### src/colour_regs_pkg.sv
package colour_regs_pkg;

    // Register byte offsets
    localparam logic [7:0] RED_OFFSET_ADDR = 8'h00;
    localparam logic [7:0] GREEN_OFFSET_ADDR = 8'h04;
    localparam logic [7:0] BLUE_OFFSET_ADDR = 8'h08;
    localparam logic [7:0] ALL_OFFSET_ADDR = 8'h0C;
    localparam logic [7:0] RED_GAIN_ADDR = 8'h10;
    localparam logic [7:0] GREEN_GAIN_ADDR = 8'h14;
    localparam logic [7:0] BLUE_GAIN_ADDR = 8'h18;
    localparam logic [7:0] ALL_GAIN_ADDR = 8'h1C;
    localparam logic [7:0] SELECT_MODE_ADDR = 8'h20;

    // Field layout and reset values
    localparam int LEVEL_W = 8;
    localparam int MODE_W = 2;
    localparam logic [7:0] OFFSET_RESET = 8'h80;
    localparam logic [7:0] GAIN_RESET = 8'h00;
    localparam logic [1:0] MODE_RESET = 2'h0;

    // AXI responses
    localparam logic [1:0] RESP_OKAY = 2'h0;
    localparam logic [1:0] RESP_SLVERR = 2'h2;

endpackage : colour_regs_pkg

### src/colour_level_bank.sv
`timescale 1ns/1ps

// Three colour levels with per-colour and broadcast write
module colour_level_bank #(
    parameter int WIDTH = 8,
    parameter logic [WIDTH-1:0] RESET_VAL = '0
) (
    // Clock and reset
    input wire logic mclk_in,
    input wire logic sys_rst_in,
    // Write controls
    input wire logic [2:0] wr_sel_in,
    input wire logic [WIDTH-1:0] wr_data_in,
    // Levels
    output logic [WIDTH-1:0] red_out,
    output logic [WIDTH-1:0] green_out,
    output logic [WIDTH-1:0] blue_out
);

    logic [WIDTH-1:0] level_r [3];
    logic [WIDTH-1:0] level_nxt [3];

    if (WIDTH < 1) begin : g_bad_width
        $error("colour_level_bank: WIDTH must be positive");
    end

    // All selected colours update on the same edge
    always_comb begin
        for (int i = 0; i < 3; i++) begin
            level_nxt[i] = wr_sel_in[i] ? wr_data_in : level_r[i];
        end
    end

    always_ff @(posedge mclk_in) begin
        for (int i = 0; i < 3; i++) begin
            if (sys_rst_in) begin
                level_r[i] <= RESET_VAL;
            end else begin
                level_r[i] <= level_nxt[i];
            end
        end
    end

    assign red_out = level_r[0];
    assign green_out = level_r[1];
    assign blue_out = level_r[2];

    a_bcast_same_edge: assert property (@(posedge mclk_in)
        disable iff (sys_rst_in)
        wr_sel_in == 3'h7 |=> (red_out == green_out)
            && (green_out == blue_out)
            && (red_out == $past(wr_data_in)))
        else $error("broadcast did not update all colours together");

endmodule : colour_level_bank

### src/colour_offset_gain_regs.sv
`timescale 1ns/1ps
module colour_offset_gain_regs #(
    parameter int ADDR_W = 8
) (
    // Clock and reset
    input wire logic mclk_in,
    input wire logic sys_rst_in,
    // AXI4-Lite write address
    input wire logic s_axi_awvalid_in,
    output logic s_axi_awready_out,
    input wire logic [ADDR_W-1:0] s_axi_awaddr_in,
    // AXI4-Lite write data
    input wire logic s_axi_wvalid_in,
    output logic s_axi_wready_out,
    input wire logic [31:0] s_axi_wdata_in,
    input wire logic [3:0] s_axi_wstrb_in,
    // AXI4-Lite write response
    output logic s_axi_bvalid_out,
    input wire logic s_axi_bready_in,
    output logic [1:0] s_axi_bresp_out,
    // AXI4-Lite read address
    input wire logic s_axi_arvalid_in,
    output logic s_axi_arready_out,
    input wire logic [ADDR_W-1:0] s_axi_araddr_in,
    // AXI4-Lite read data
    output logic s_axi_rvalid_out,
    input wire logic s_axi_rready_in,
    output logic [31:0] s_axi_rdata_out,
    output logic [1:0] s_axi_rresp_out,
    // Levels to the analogue path
    output logic [7:0] red_offset_level_out,
    output logic [7:0] green_offset_level_out,
    output logic [7:0] blue_offset_level_out,
    output logic [7:0] red_gain_level_out,
    output logic [7:0] green_gain_level_out,
    output logic [7:0] blue_gain_level_out,
    output logic [1:0] colour_select_mode_out,
    // Level chosen by the colour select mode
    output logic [7:0] active_offset_level_out,
    output logic [7:0] active_gain_level_out
);

    // Decode reads address bits 7:2, so narrower buses cannot be served
    if (ADDR_W < 8 || ADDR_W > 32) begin : g_bad_addr_w
        $error("colour_offset_gain_regs: ADDR_W out of range");
    end

    function automatic logic [7:0] word_addr(input logic [ADDR_W-1:0] a);
        word_addr = {a[7:2], 2'h0};
    endfunction : word_addr

    function automatic logic [7:0] pick(input logic [1:0] m,
                                        input logic [7:0] r, g, b);
        case (m)
            2'h1: pick = g;
            2'h2: pick = b;
            default: pick = r;
        endcase
    endfunction : pick

    ////////////////////////////////////////////////////////////////////////
    // Write channel: address and data caught in either order
    logic aw_held_r, aw_held_nxt, w_held_r, w_held_nxt;
    logic bvalid_r, bvalid_nxt, wlane_r, wlane_nxt;
    logic [1:0] bresp_r, bresp_nxt;
    logic [7:0] waddr_r, waddr_nxt;
    logic [7:0] wdata_r, wdata_nxt;
    logic [1:0] mode_r, mode_nxt;
    logic do_write, wr_hit;
    logic [2:0] off_sel, gain_sel;
    assign s_axi_awready_out = !aw_held_r && !bvalid_r;
    assign s_axi_wready_out = !w_held_r && !bvalid_r;
    assign do_write = aw_held_r && w_held_r && !bvalid_r;

    always_comb begin
        off_sel = 3'h0;
        gain_sel = 3'h0;
        mode_nxt = mode_r;
        wr_hit = 1'b1;
        case (waddr_r)
            colour_regs_pkg::RED_OFFSET_ADDR: off_sel = 3'h1;
            colour_regs_pkg::GREEN_OFFSET_ADDR: off_sel = 3'h2;
            colour_regs_pkg::BLUE_OFFSET_ADDR: off_sel = 3'h4;
            colour_regs_pkg::ALL_OFFSET_ADDR: off_sel = 3'h7;
            colour_regs_pkg::RED_GAIN_ADDR: gain_sel = 3'h1;
            colour_regs_pkg::GREEN_GAIN_ADDR: gain_sel = 3'h2;
            colour_regs_pkg::BLUE_GAIN_ADDR: gain_sel = 3'h4;
            colour_regs_pkg::ALL_GAIN_ADDR: gain_sel = 3'h7;
            colour_regs_pkg::SELECT_MODE_ADDR: begin
                if (do_write && wlane_r) begin
                    mode_nxt = wdata_r[1:0];
                end
            end
            default: wr_hit = 1'b0;
        endcase
        // Lane 0 strobe off means no store, still answered OKAY
        if (!(do_write && wlane_r)) begin
            off_sel = 3'h0;
            gain_sel = 3'h0;
        end
    end
    always_comb begin
        aw_held_nxt = aw_held_r;
        w_held_nxt = w_held_r;
        waddr_nxt = waddr_r;
        wdata_nxt = wdata_r;
        wlane_nxt = wlane_r;
        bvalid_nxt = bvalid_r;
        bresp_nxt = bresp_r;
        if (s_axi_awvalid_in && s_axi_awready_out) begin
            aw_held_nxt = 1'b1;
            waddr_nxt = word_addr(s_axi_awaddr_in);
        end
        if (s_axi_wvalid_in && s_axi_wready_out) begin
            w_held_nxt = 1'b1;
            wdata_nxt = s_axi_wdata_in[7:0];
            wlane_nxt = s_axi_wstrb_in[0];
        end
        if (do_write) begin
            aw_held_nxt = 1'b0;
            w_held_nxt = 1'b0;
            bvalid_nxt = 1'b1;
            bresp_nxt = wr_hit ? colour_regs_pkg::RESP_OKAY
                               : colour_regs_pkg::RESP_SLVERR;
        end else if (bvalid_r && s_axi_bready_in) begin
            bvalid_nxt = 1'b0;
        end
    end

    always_ff @(posedge mclk_in) begin
        if (sys_rst_in) begin
            aw_held_r <= 1'b0;
            w_held_r <= 1'b0;
            bvalid_r <= 1'b0;
            bresp_r <= colour_regs_pkg::RESP_OKAY;
            waddr_r <= 8'h00;
            wdata_r <= 8'h00;
            wlane_r <= 1'b0;
            mode_r <= colour_regs_pkg::MODE_RESET;
        end else begin
            aw_held_r <= aw_held_nxt;
            w_held_r <= w_held_nxt;
            bvalid_r <= bvalid_nxt;
            bresp_r <= bresp_nxt;
            waddr_r <= waddr_nxt;
            wdata_r <= wdata_nxt;
            wlane_r <= wlane_nxt;
            mode_r <= mode_nxt;
        end
    end
    assign s_axi_bvalid_out = bvalid_r;
    assign s_axi_bresp_out = bresp_r;
    assign colour_select_mode_out = mode_r;

    ////////////////////////////////////////////////////////////////////////
    // Level banks
    colour_level_bank #(
        .WIDTH(colour_regs_pkg::LEVEL_W),
        .RESET_VAL(colour_regs_pkg::OFFSET_RESET)
    ) u_offset_bank (
        .mclk_in(mclk_in),
        .sys_rst_in(sys_rst_in),
        .wr_sel_in(off_sel),
        .wr_data_in(wdata_r),
        .red_out(red_offset_level_out),
        .green_out(green_offset_level_out),
        .blue_out(blue_offset_level_out)
    );
    colour_level_bank #(
        .WIDTH(colour_regs_pkg::LEVEL_W),
        .RESET_VAL(colour_regs_pkg::GAIN_RESET)
    ) u_gain_bank (
        .mclk_in(mclk_in),
        .sys_rst_in(sys_rst_in),
        .wr_sel_in(gain_sel),
        .wr_data_in(wdata_r),
        .red_out(red_gain_level_out),
        .green_out(green_gain_level_out),
        .blue_out(blue_gain_level_out)
    );

    // The gain law is analogue; only the code leaves this block
    always_comb begin
        active_offset_level_out = pick(mode_r, red_offset_level_out,
            green_offset_level_out, blue_offset_level_out);
        active_gain_level_out = pick(mode_r, red_gain_level_out,
            green_gain_level_out, blue_gain_level_out);
    end

    ////////////////////////////////////////////////////////////////////////
    // Read channel, one cycle latency; broadcast locations read as zero
    logic rvalid_r, rvalid_nxt;
    logic [31:0] rdata_r, rdata_nxt;
    logic [1:0] rresp_r, rresp_nxt;
    logic [7:0] ra;
    assign s_axi_arready_out = !rvalid_r;
    assign ra = word_addr(s_axi_araddr_in);

    always_comb begin
        rvalid_nxt = rvalid_r;
        rdata_nxt = rdata_r;
        rresp_nxt = rresp_r;
        if (s_axi_arvalid_in && s_axi_arready_out) begin
            rvalid_nxt = 1'b1;
            rresp_nxt = colour_regs_pkg::RESP_OKAY;
            rdata_nxt = 32'h0000_0000;
            case (ra)
                colour_regs_pkg::RED_OFFSET_ADDR:
                    rdata_nxt[7:0] = red_offset_level_out;
                colour_regs_pkg::GREEN_OFFSET_ADDR:
                    rdata_nxt[7:0] = green_offset_level_out;
                colour_regs_pkg::BLUE_OFFSET_ADDR:
                    rdata_nxt[7:0] = blue_offset_level_out;
                colour_regs_pkg::ALL_OFFSET_ADDR: rdata_nxt = 32'h0000_0000;
                colour_regs_pkg::RED_GAIN_ADDR:
                    rdata_nxt[7:0] = red_gain_level_out;
                colour_regs_pkg::GREEN_GAIN_ADDR:
                    rdata_nxt[7:0] = green_gain_level_out;
                colour_regs_pkg::BLUE_GAIN_ADDR:
                    rdata_nxt[7:0] = blue_gain_level_out;
                colour_regs_pkg::ALL_GAIN_ADDR: rdata_nxt = 32'h0000_0000;
                colour_regs_pkg::SELECT_MODE_ADDR:
                    rdata_nxt[1:0] = mode_r;
                default: rresp_nxt = colour_regs_pkg::RESP_SLVERR;
            endcase
        end else if (rvalid_r && s_axi_rready_in) begin
            rvalid_nxt = 1'b0;
        end
    end

    always_ff @(posedge mclk_in) begin
        if (sys_rst_in) begin
            rvalid_r <= 1'b0;
            rdata_r <= 32'h0000_0000;
            rresp_r <= colour_regs_pkg::RESP_OKAY;
        end else begin
            rvalid_r <= rvalid_nxt;
            rdata_r <= rdata_nxt;
            rresp_r <= rresp_nxt;
        end
    end
    assign s_axi_rvalid_out = rvalid_r;
    assign s_axi_rdata_out = rdata_r;
    assign s_axi_rresp_out = rresp_r;

    ////////////////////////////////////////////////////////////////////////
    // Checks
    a_offset_reset_val: assert property (@(posedge mclk_in)
        $past(sys_rst_in) |-> blue_offset_level_out == 8'h80
            && red_offset_level_out == 8'h80
            && green_offset_level_out == 8'h80)
        else $error("offset levels not 80 hex after reset");
    a_offset_bcast_load: assert property (@(posedge mclk_in)
        disable iff (sys_rst_in)
        off_sel == 3'h7 |=> red_offset_level_out == $past(wdata_r)
            && green_offset_level_out == $past(wdata_r)
            && blue_offset_level_out == $past(wdata_r))
        else $error("offset broadcast missed a colour");
    a_red_gain_reset: assert property (@(posedge mclk_in)
        $past(sys_rst_in) |-> red_gain_level_out == 8'h00)
        else $error("red gain not zero after reset");
    a_green_gain_write: assert property (@(posedge mclk_in)
        disable iff (sys_rst_in)
        gain_sel == 3'h2 |=> green_gain_level_out == $past(wdata_r)
            && $stable(red_gain_level_out))
        else $error("green gain write wrong");
    a_blue_gain_reset: assert property (@(posedge mclk_in)
        $past(sys_rst_in) |-> blue_gain_level_out == 8'h00
            && green_gain_level_out == 8'h00)
        else $error("blue or green gain not zero after reset");
    a_gain_bcast_load: assert property (@(posedge mclk_in)
        disable iff (sys_rst_in)
        (s_axi_awvalid_in && s_axi_awready_out
            && word_addr(s_axi_awaddr_in) == colour_regs_pkg::ALL_GAIN_ADDR
            && s_axi_wvalid_in && s_axi_wready_out && s_axi_wstrb_in[0])
        ##1 1'b1 |=> red_gain_level_out == $past(s_axi_wdata_in[7:0], 2)
            && blue_gain_level_out == $past(s_axi_wdata_in[7:0], 2))
        else $error("gain broadcast missed a colour");
    a_red_offset_write: assert property (@(posedge mclk_in)
        disable iff (sys_rst_in)
        off_sel == 3'h1 |=> red_offset_level_out == $past(wdata_r)
            && $stable(green_offset_level_out))
        else $error("red offset write wrong");
    a_bcast_one_edge: assert property (@(posedge mclk_in)
        disable iff (sys_rst_in)
        gain_sel == 3'h7 |=> red_gain_level_out == green_gain_level_out
            && green_gain_level_out == blue_gain_level_out)
        else $error("gain broadcast left mixed state");

endmodule : colour_offset_gain_regs

### config.mk
export PLATFORM = sky130hd
export DESIGN_NAME = colour_offset_gain_regs
export DESIGN_NICKNAME = d
export VERILOG_FILES = /design/src/colour_regs_pkg.sv /design/src/colour_level_bank.sv /design/src/colour_offset_gain_regs.sv
export SDC_FILE = /design/constraint.sdc
export NUM_CORES = 1
export LEC_CHECK = 0
export BUFFER_PORTS_ARGS = -buffer_cell sky130_fd_sc_hd__buf_4
export CORE_MARGIN = 2
export CORE_UTILIZATION = 45
export CTS_CLUSTER_DIAMETER = 100
export CTS_CLUSTER_SIZE = 10
export DETAILED_ROUTE_END_ITERATION = 8
export PLACE_DENSITY_LB_ADDON = 0.08
export SYNTH_ARGS = -nofsm -noshare
export SYNTH_HDL_FRONTEND = slang
export SYNTH_HIERARCHICAL = 1
export SYNTH_SLANG_ARGS = --single-unit
### constraint.sdc
create_clock -name mclk_in -period 1.9 [get_ports mclk_in]
set_input_delay 0.095 -clock mclk_in [delete_from_list [all_inputs] [get_ports mclk_in]]
set_output_delay 0.095 -clock mclk_in [all_outputs]
set_load 0.005 [all_outputs]
==> reports/qor.yml <==
crit_required_ns: 1.80
crit_fanout: 26
leakagePower_nw: 2.07
area_growth_pct: 31.6
worstReg2RegEnd: "u_offset_bank/level_r[2][2]$_SDFFE_PP0P_"
comb_power_share_pct: 9.0
worst-r2r-cell-count: 8
die-area_um2: 9410
yosysTopAreaCell: "dfxtp_1"
synthCells: 451
finalClockSkew_ns: 0.0120
ctsHtreeMaxLevel: 3
dp.final_hpwl_um: 7820
synthTopCellsByArea: "dfxtp_1 41%, mux2i_1 16%, nor2_1 6.6%"
diodes: 0
synthArstFlopShare_pct: 0
cp_data_arrival_time_ns: 1.71
start_kind: "flop"
vias: 3602
grt_pass1_wl_um: 17300
final_common_cell: "buf_4"
final_cell_mix: "121 x buf_4, 78 x dfxtp_1, 67 x nor2_1"
ys.flop_type: "dfxtp_1"
rows: 33
setup.worst_path.end_class: "primary output"
total_power_mw: 3.45
syn_area_per_cell_um2: 8.63
portBuffers: 108
post-route-util_pct: 61.7
grt_usage_pct: 22.7
clockBufferDepth: 2
slew_violations: 0
core_um2: 8300
cts.sinks: 79
period_share_pct: 95.1
clock_power_share_pct: 40.3
tightest_slew_ns: 0.566
p_switching_uw: 839
antenna_found_initial: 0
max_freq_mhz: 553
powerDensity_nw_per_um2: 673
grt_overflow: 0
muxShareOfSynthArea_pct: 16.3
ys_types: 40
detail_route.iter0.violations: 194
pin_count: 166
layout-drive-gt1-share_pct: 26.9
status: "complete, no violations"
power.internal_mw: 2.61
fillCellCount: 773
holdPathEnd: "wlane_r$_SDFFE_PP0P_"
path_clk_slew_ns: 0.08
crit_type: "flop to primary output"
r2r_start: "s_axi_bvalid_out$_SDFFE_PP0P_"
hp-class: "input port to flop"
setup_violations: 0
cts_tree: "done"
drv_cap: 0
max_stage_delay_ns: 0.41
cts-buffers-inserted: 9
wirelength_um: 11000
fin_tns_setup_ns: 0
synth_compound_area_share_pct: 13.9
initial_utilization_pct: 46.9
seq_power_share_pct: 50.7
slew_headroom_pct: 62.2
crit_buf_inv: 3
yosys.area_share.simple_pct: 18.2
hold_viol_final: 0
worstPathCellList: "inv_1, ha_4, buf_12, o21ai_0, buf_4"
synth-seq-area-share_pct: 40.6
synth-edff-count: 0
ir_drop_uv: 504
crit_slowest_cell: "dfxtp_1"
clock_latency_ns: 0.35
synth_seq_cells: 79
regArea_um2: 1580
grt_max_degree: 31
synth_top_area_share_pct: 40.6
nets: 634
drc: 0
die_h_um: 97.0
synth_area_um2: 3890
drt-wirelength-per-cell_um: 16.2
r2r_setup_slack_ns: 0.17
path_delay_family: "buffers and inverters"
holdPathStages: 3
root_buffer: "clkbuf_8"
detail-route-antenna-nets: 0
multi_input_area_um2: 2050
synth_warnings: 6
p_sw_share_pct: 24.3
die_x_um: 97.0
rsz0062_at_grt: "no"
drtPass1Iterations: 5
synthAdderAreaFrac_pct: 0.643
min_from: "s_axi_wstrb_in[0]"
synth_top_family_by_area: "simple AND/OR/NAND/NOR gates"
synth_xor_area_share_pct: 0.225
whs_ns: 0.0237
grt_pass1_vias: 3322
fin_crit_ns: 1.81
post_drt_via_cell_ratio: 5.28
place_congestion: 0.894
==> layer usage <==
layer / vias to the layer above / wire length [um] / GRT usage (%)
met3: 6 / 769 / 3.97
met5: - / 0 / 0
met1: 1699 / 5060 / 31.6
met2: 148 / 5150 / 36.2
met4: 0 / 52 / 6.28
li1: 1749 / - / -
==> timing repair <==
| action | in CTS | in global routing |
|---|---|---|
| buffers inserted | 0 | 0 |
| hold endpoints to repair | 16 | 0 |
| gates resized for setup | 2 | 8 |
| endpoints found under the setup margin | 16 | 31 |
| hold buffers | 16 | 0 |
==> registers in the layout (all words and copies together), names as in the netlist <==
signal                  count
colour_select_mode_out      2
u_gain_bank/level_r        24
w_held_r                    1
wdata_r                     8
u_offset_bank/level_r      24
s_axi_rvalid_out            1
wlane_r                     1
waddr_r                     6
s_axi_bresp_out             1
s_axi_rdata_out             8
aw_held_r                   1
s_axi_bvalid_out            1
s_axi_rresp_out             1
==> power by group through the flow <==
stage / combinational [mW] / clock, mW / sequential [mW]
floorplan: 0.205 / 0 / 1.77
global placement: 0.276 / 0 / 1.78
detailed placement: 0.280 / 0 / 1.79
CTS: 0.307 / 1.41 / 1.75
global route: 0.344 / 1.47 / 1.75
finish: 0.309 / 1.39 / 1.75
==> final cells by class <==
cell class	instances	share of cell area [%]
Timing Repair Buffer	140	21.9
Inverter	6	0.440
Tap cell	105	2.56
Clock inverter	5	1.61
Multi-Input combinational cell	337	39.9
Clock buffer	10	2.69
Sequential cell	79	30.9
==> cells in the mapped netlist (2+ instances only) <==
cell,count
a211oi_1,7
dfxtp_1,79
o211ai_1,2
buf_2,4
and2_1,4
a21oi_1,19
buf_4,31
inv_1,6
nor2_1,68
nor2b_2,4
o21ai_0,24
clkbuf_1,12
ha_1,2
a22oi_1,23
buf_6,6
nor3_1,11
and3_1,3
a211o_1,4
nor4_1,2
nand2_1,55
mux2i_1,61
nand2b_1,2
mux2_2,2
nor2b_1,4
==> logic make-up after synthesis <==
| family | Yosys count |
|---|---|
| AOI/OAI and AO/OA | 85 |
| xor gates and xnor gates | 1 |
| adders and majority gates | 2 |
| buffers and inverters | 60 |
| DFF | 79 |
| muxes | 63 |
| other | 1 |
| and+or+nand+nor | 160 |
==> tightest hold or removal path: cells and delay by family <==
family,cells,cell delay (ns)
buffers and inverters,1,0.11
and+or+nand+nor,1,0.06
AOI/OAI and AO/OA,1,0.06
==> through the flow <==
stage / instance area, um^2 / worst slack [ns] / std cells
final: 5120 / 0.0931 / 682
after global routing: 5120 / 0.0180 / 682
after CTS: 5090 / 0.00302 / 682
after detailed placement: 4700 / 0.0909 / 651
after global placement: 4700 / 0.144 / 651
after floorplan: 3990 / 0.275 / 476
==> worst max-delay path by stage <==
stage	end	startpoint	slack, ns	cells past startpoint
floorplan	u_offset_bank/level_r[2][7]$_SDFFE_PP1P_	s_axi_bvalid_out$_SDFFE_PP0P_	0.28	8
global placement	active_offset_level_out[0]	colour_select_mode_out[0]$_SDFFE_PP0P_	0.14	5
detailed placement	u_offset_bank/level_r[2][2]$_SDFFE_PP0P_	s_axi_bvalid_out$_SDFFE_PP0P_	0.09	8
CTS	active_offset_level_out[0]	colour_select_mode_out[0]$_SDFFE_PP0P_	0.003	5
global route	u_offset_bank/level_r[2][2]$_SDFFE_PP0P_	s_axi_bvalid_out$_SDFFE_PP0P_	0.02	8
finish	active_offset_level_out[3]	colour_select_mode_out[0]$_SDFFE_PP0P_	0.09	5
No activity file was read; power rests on OpenSTA's default activity.
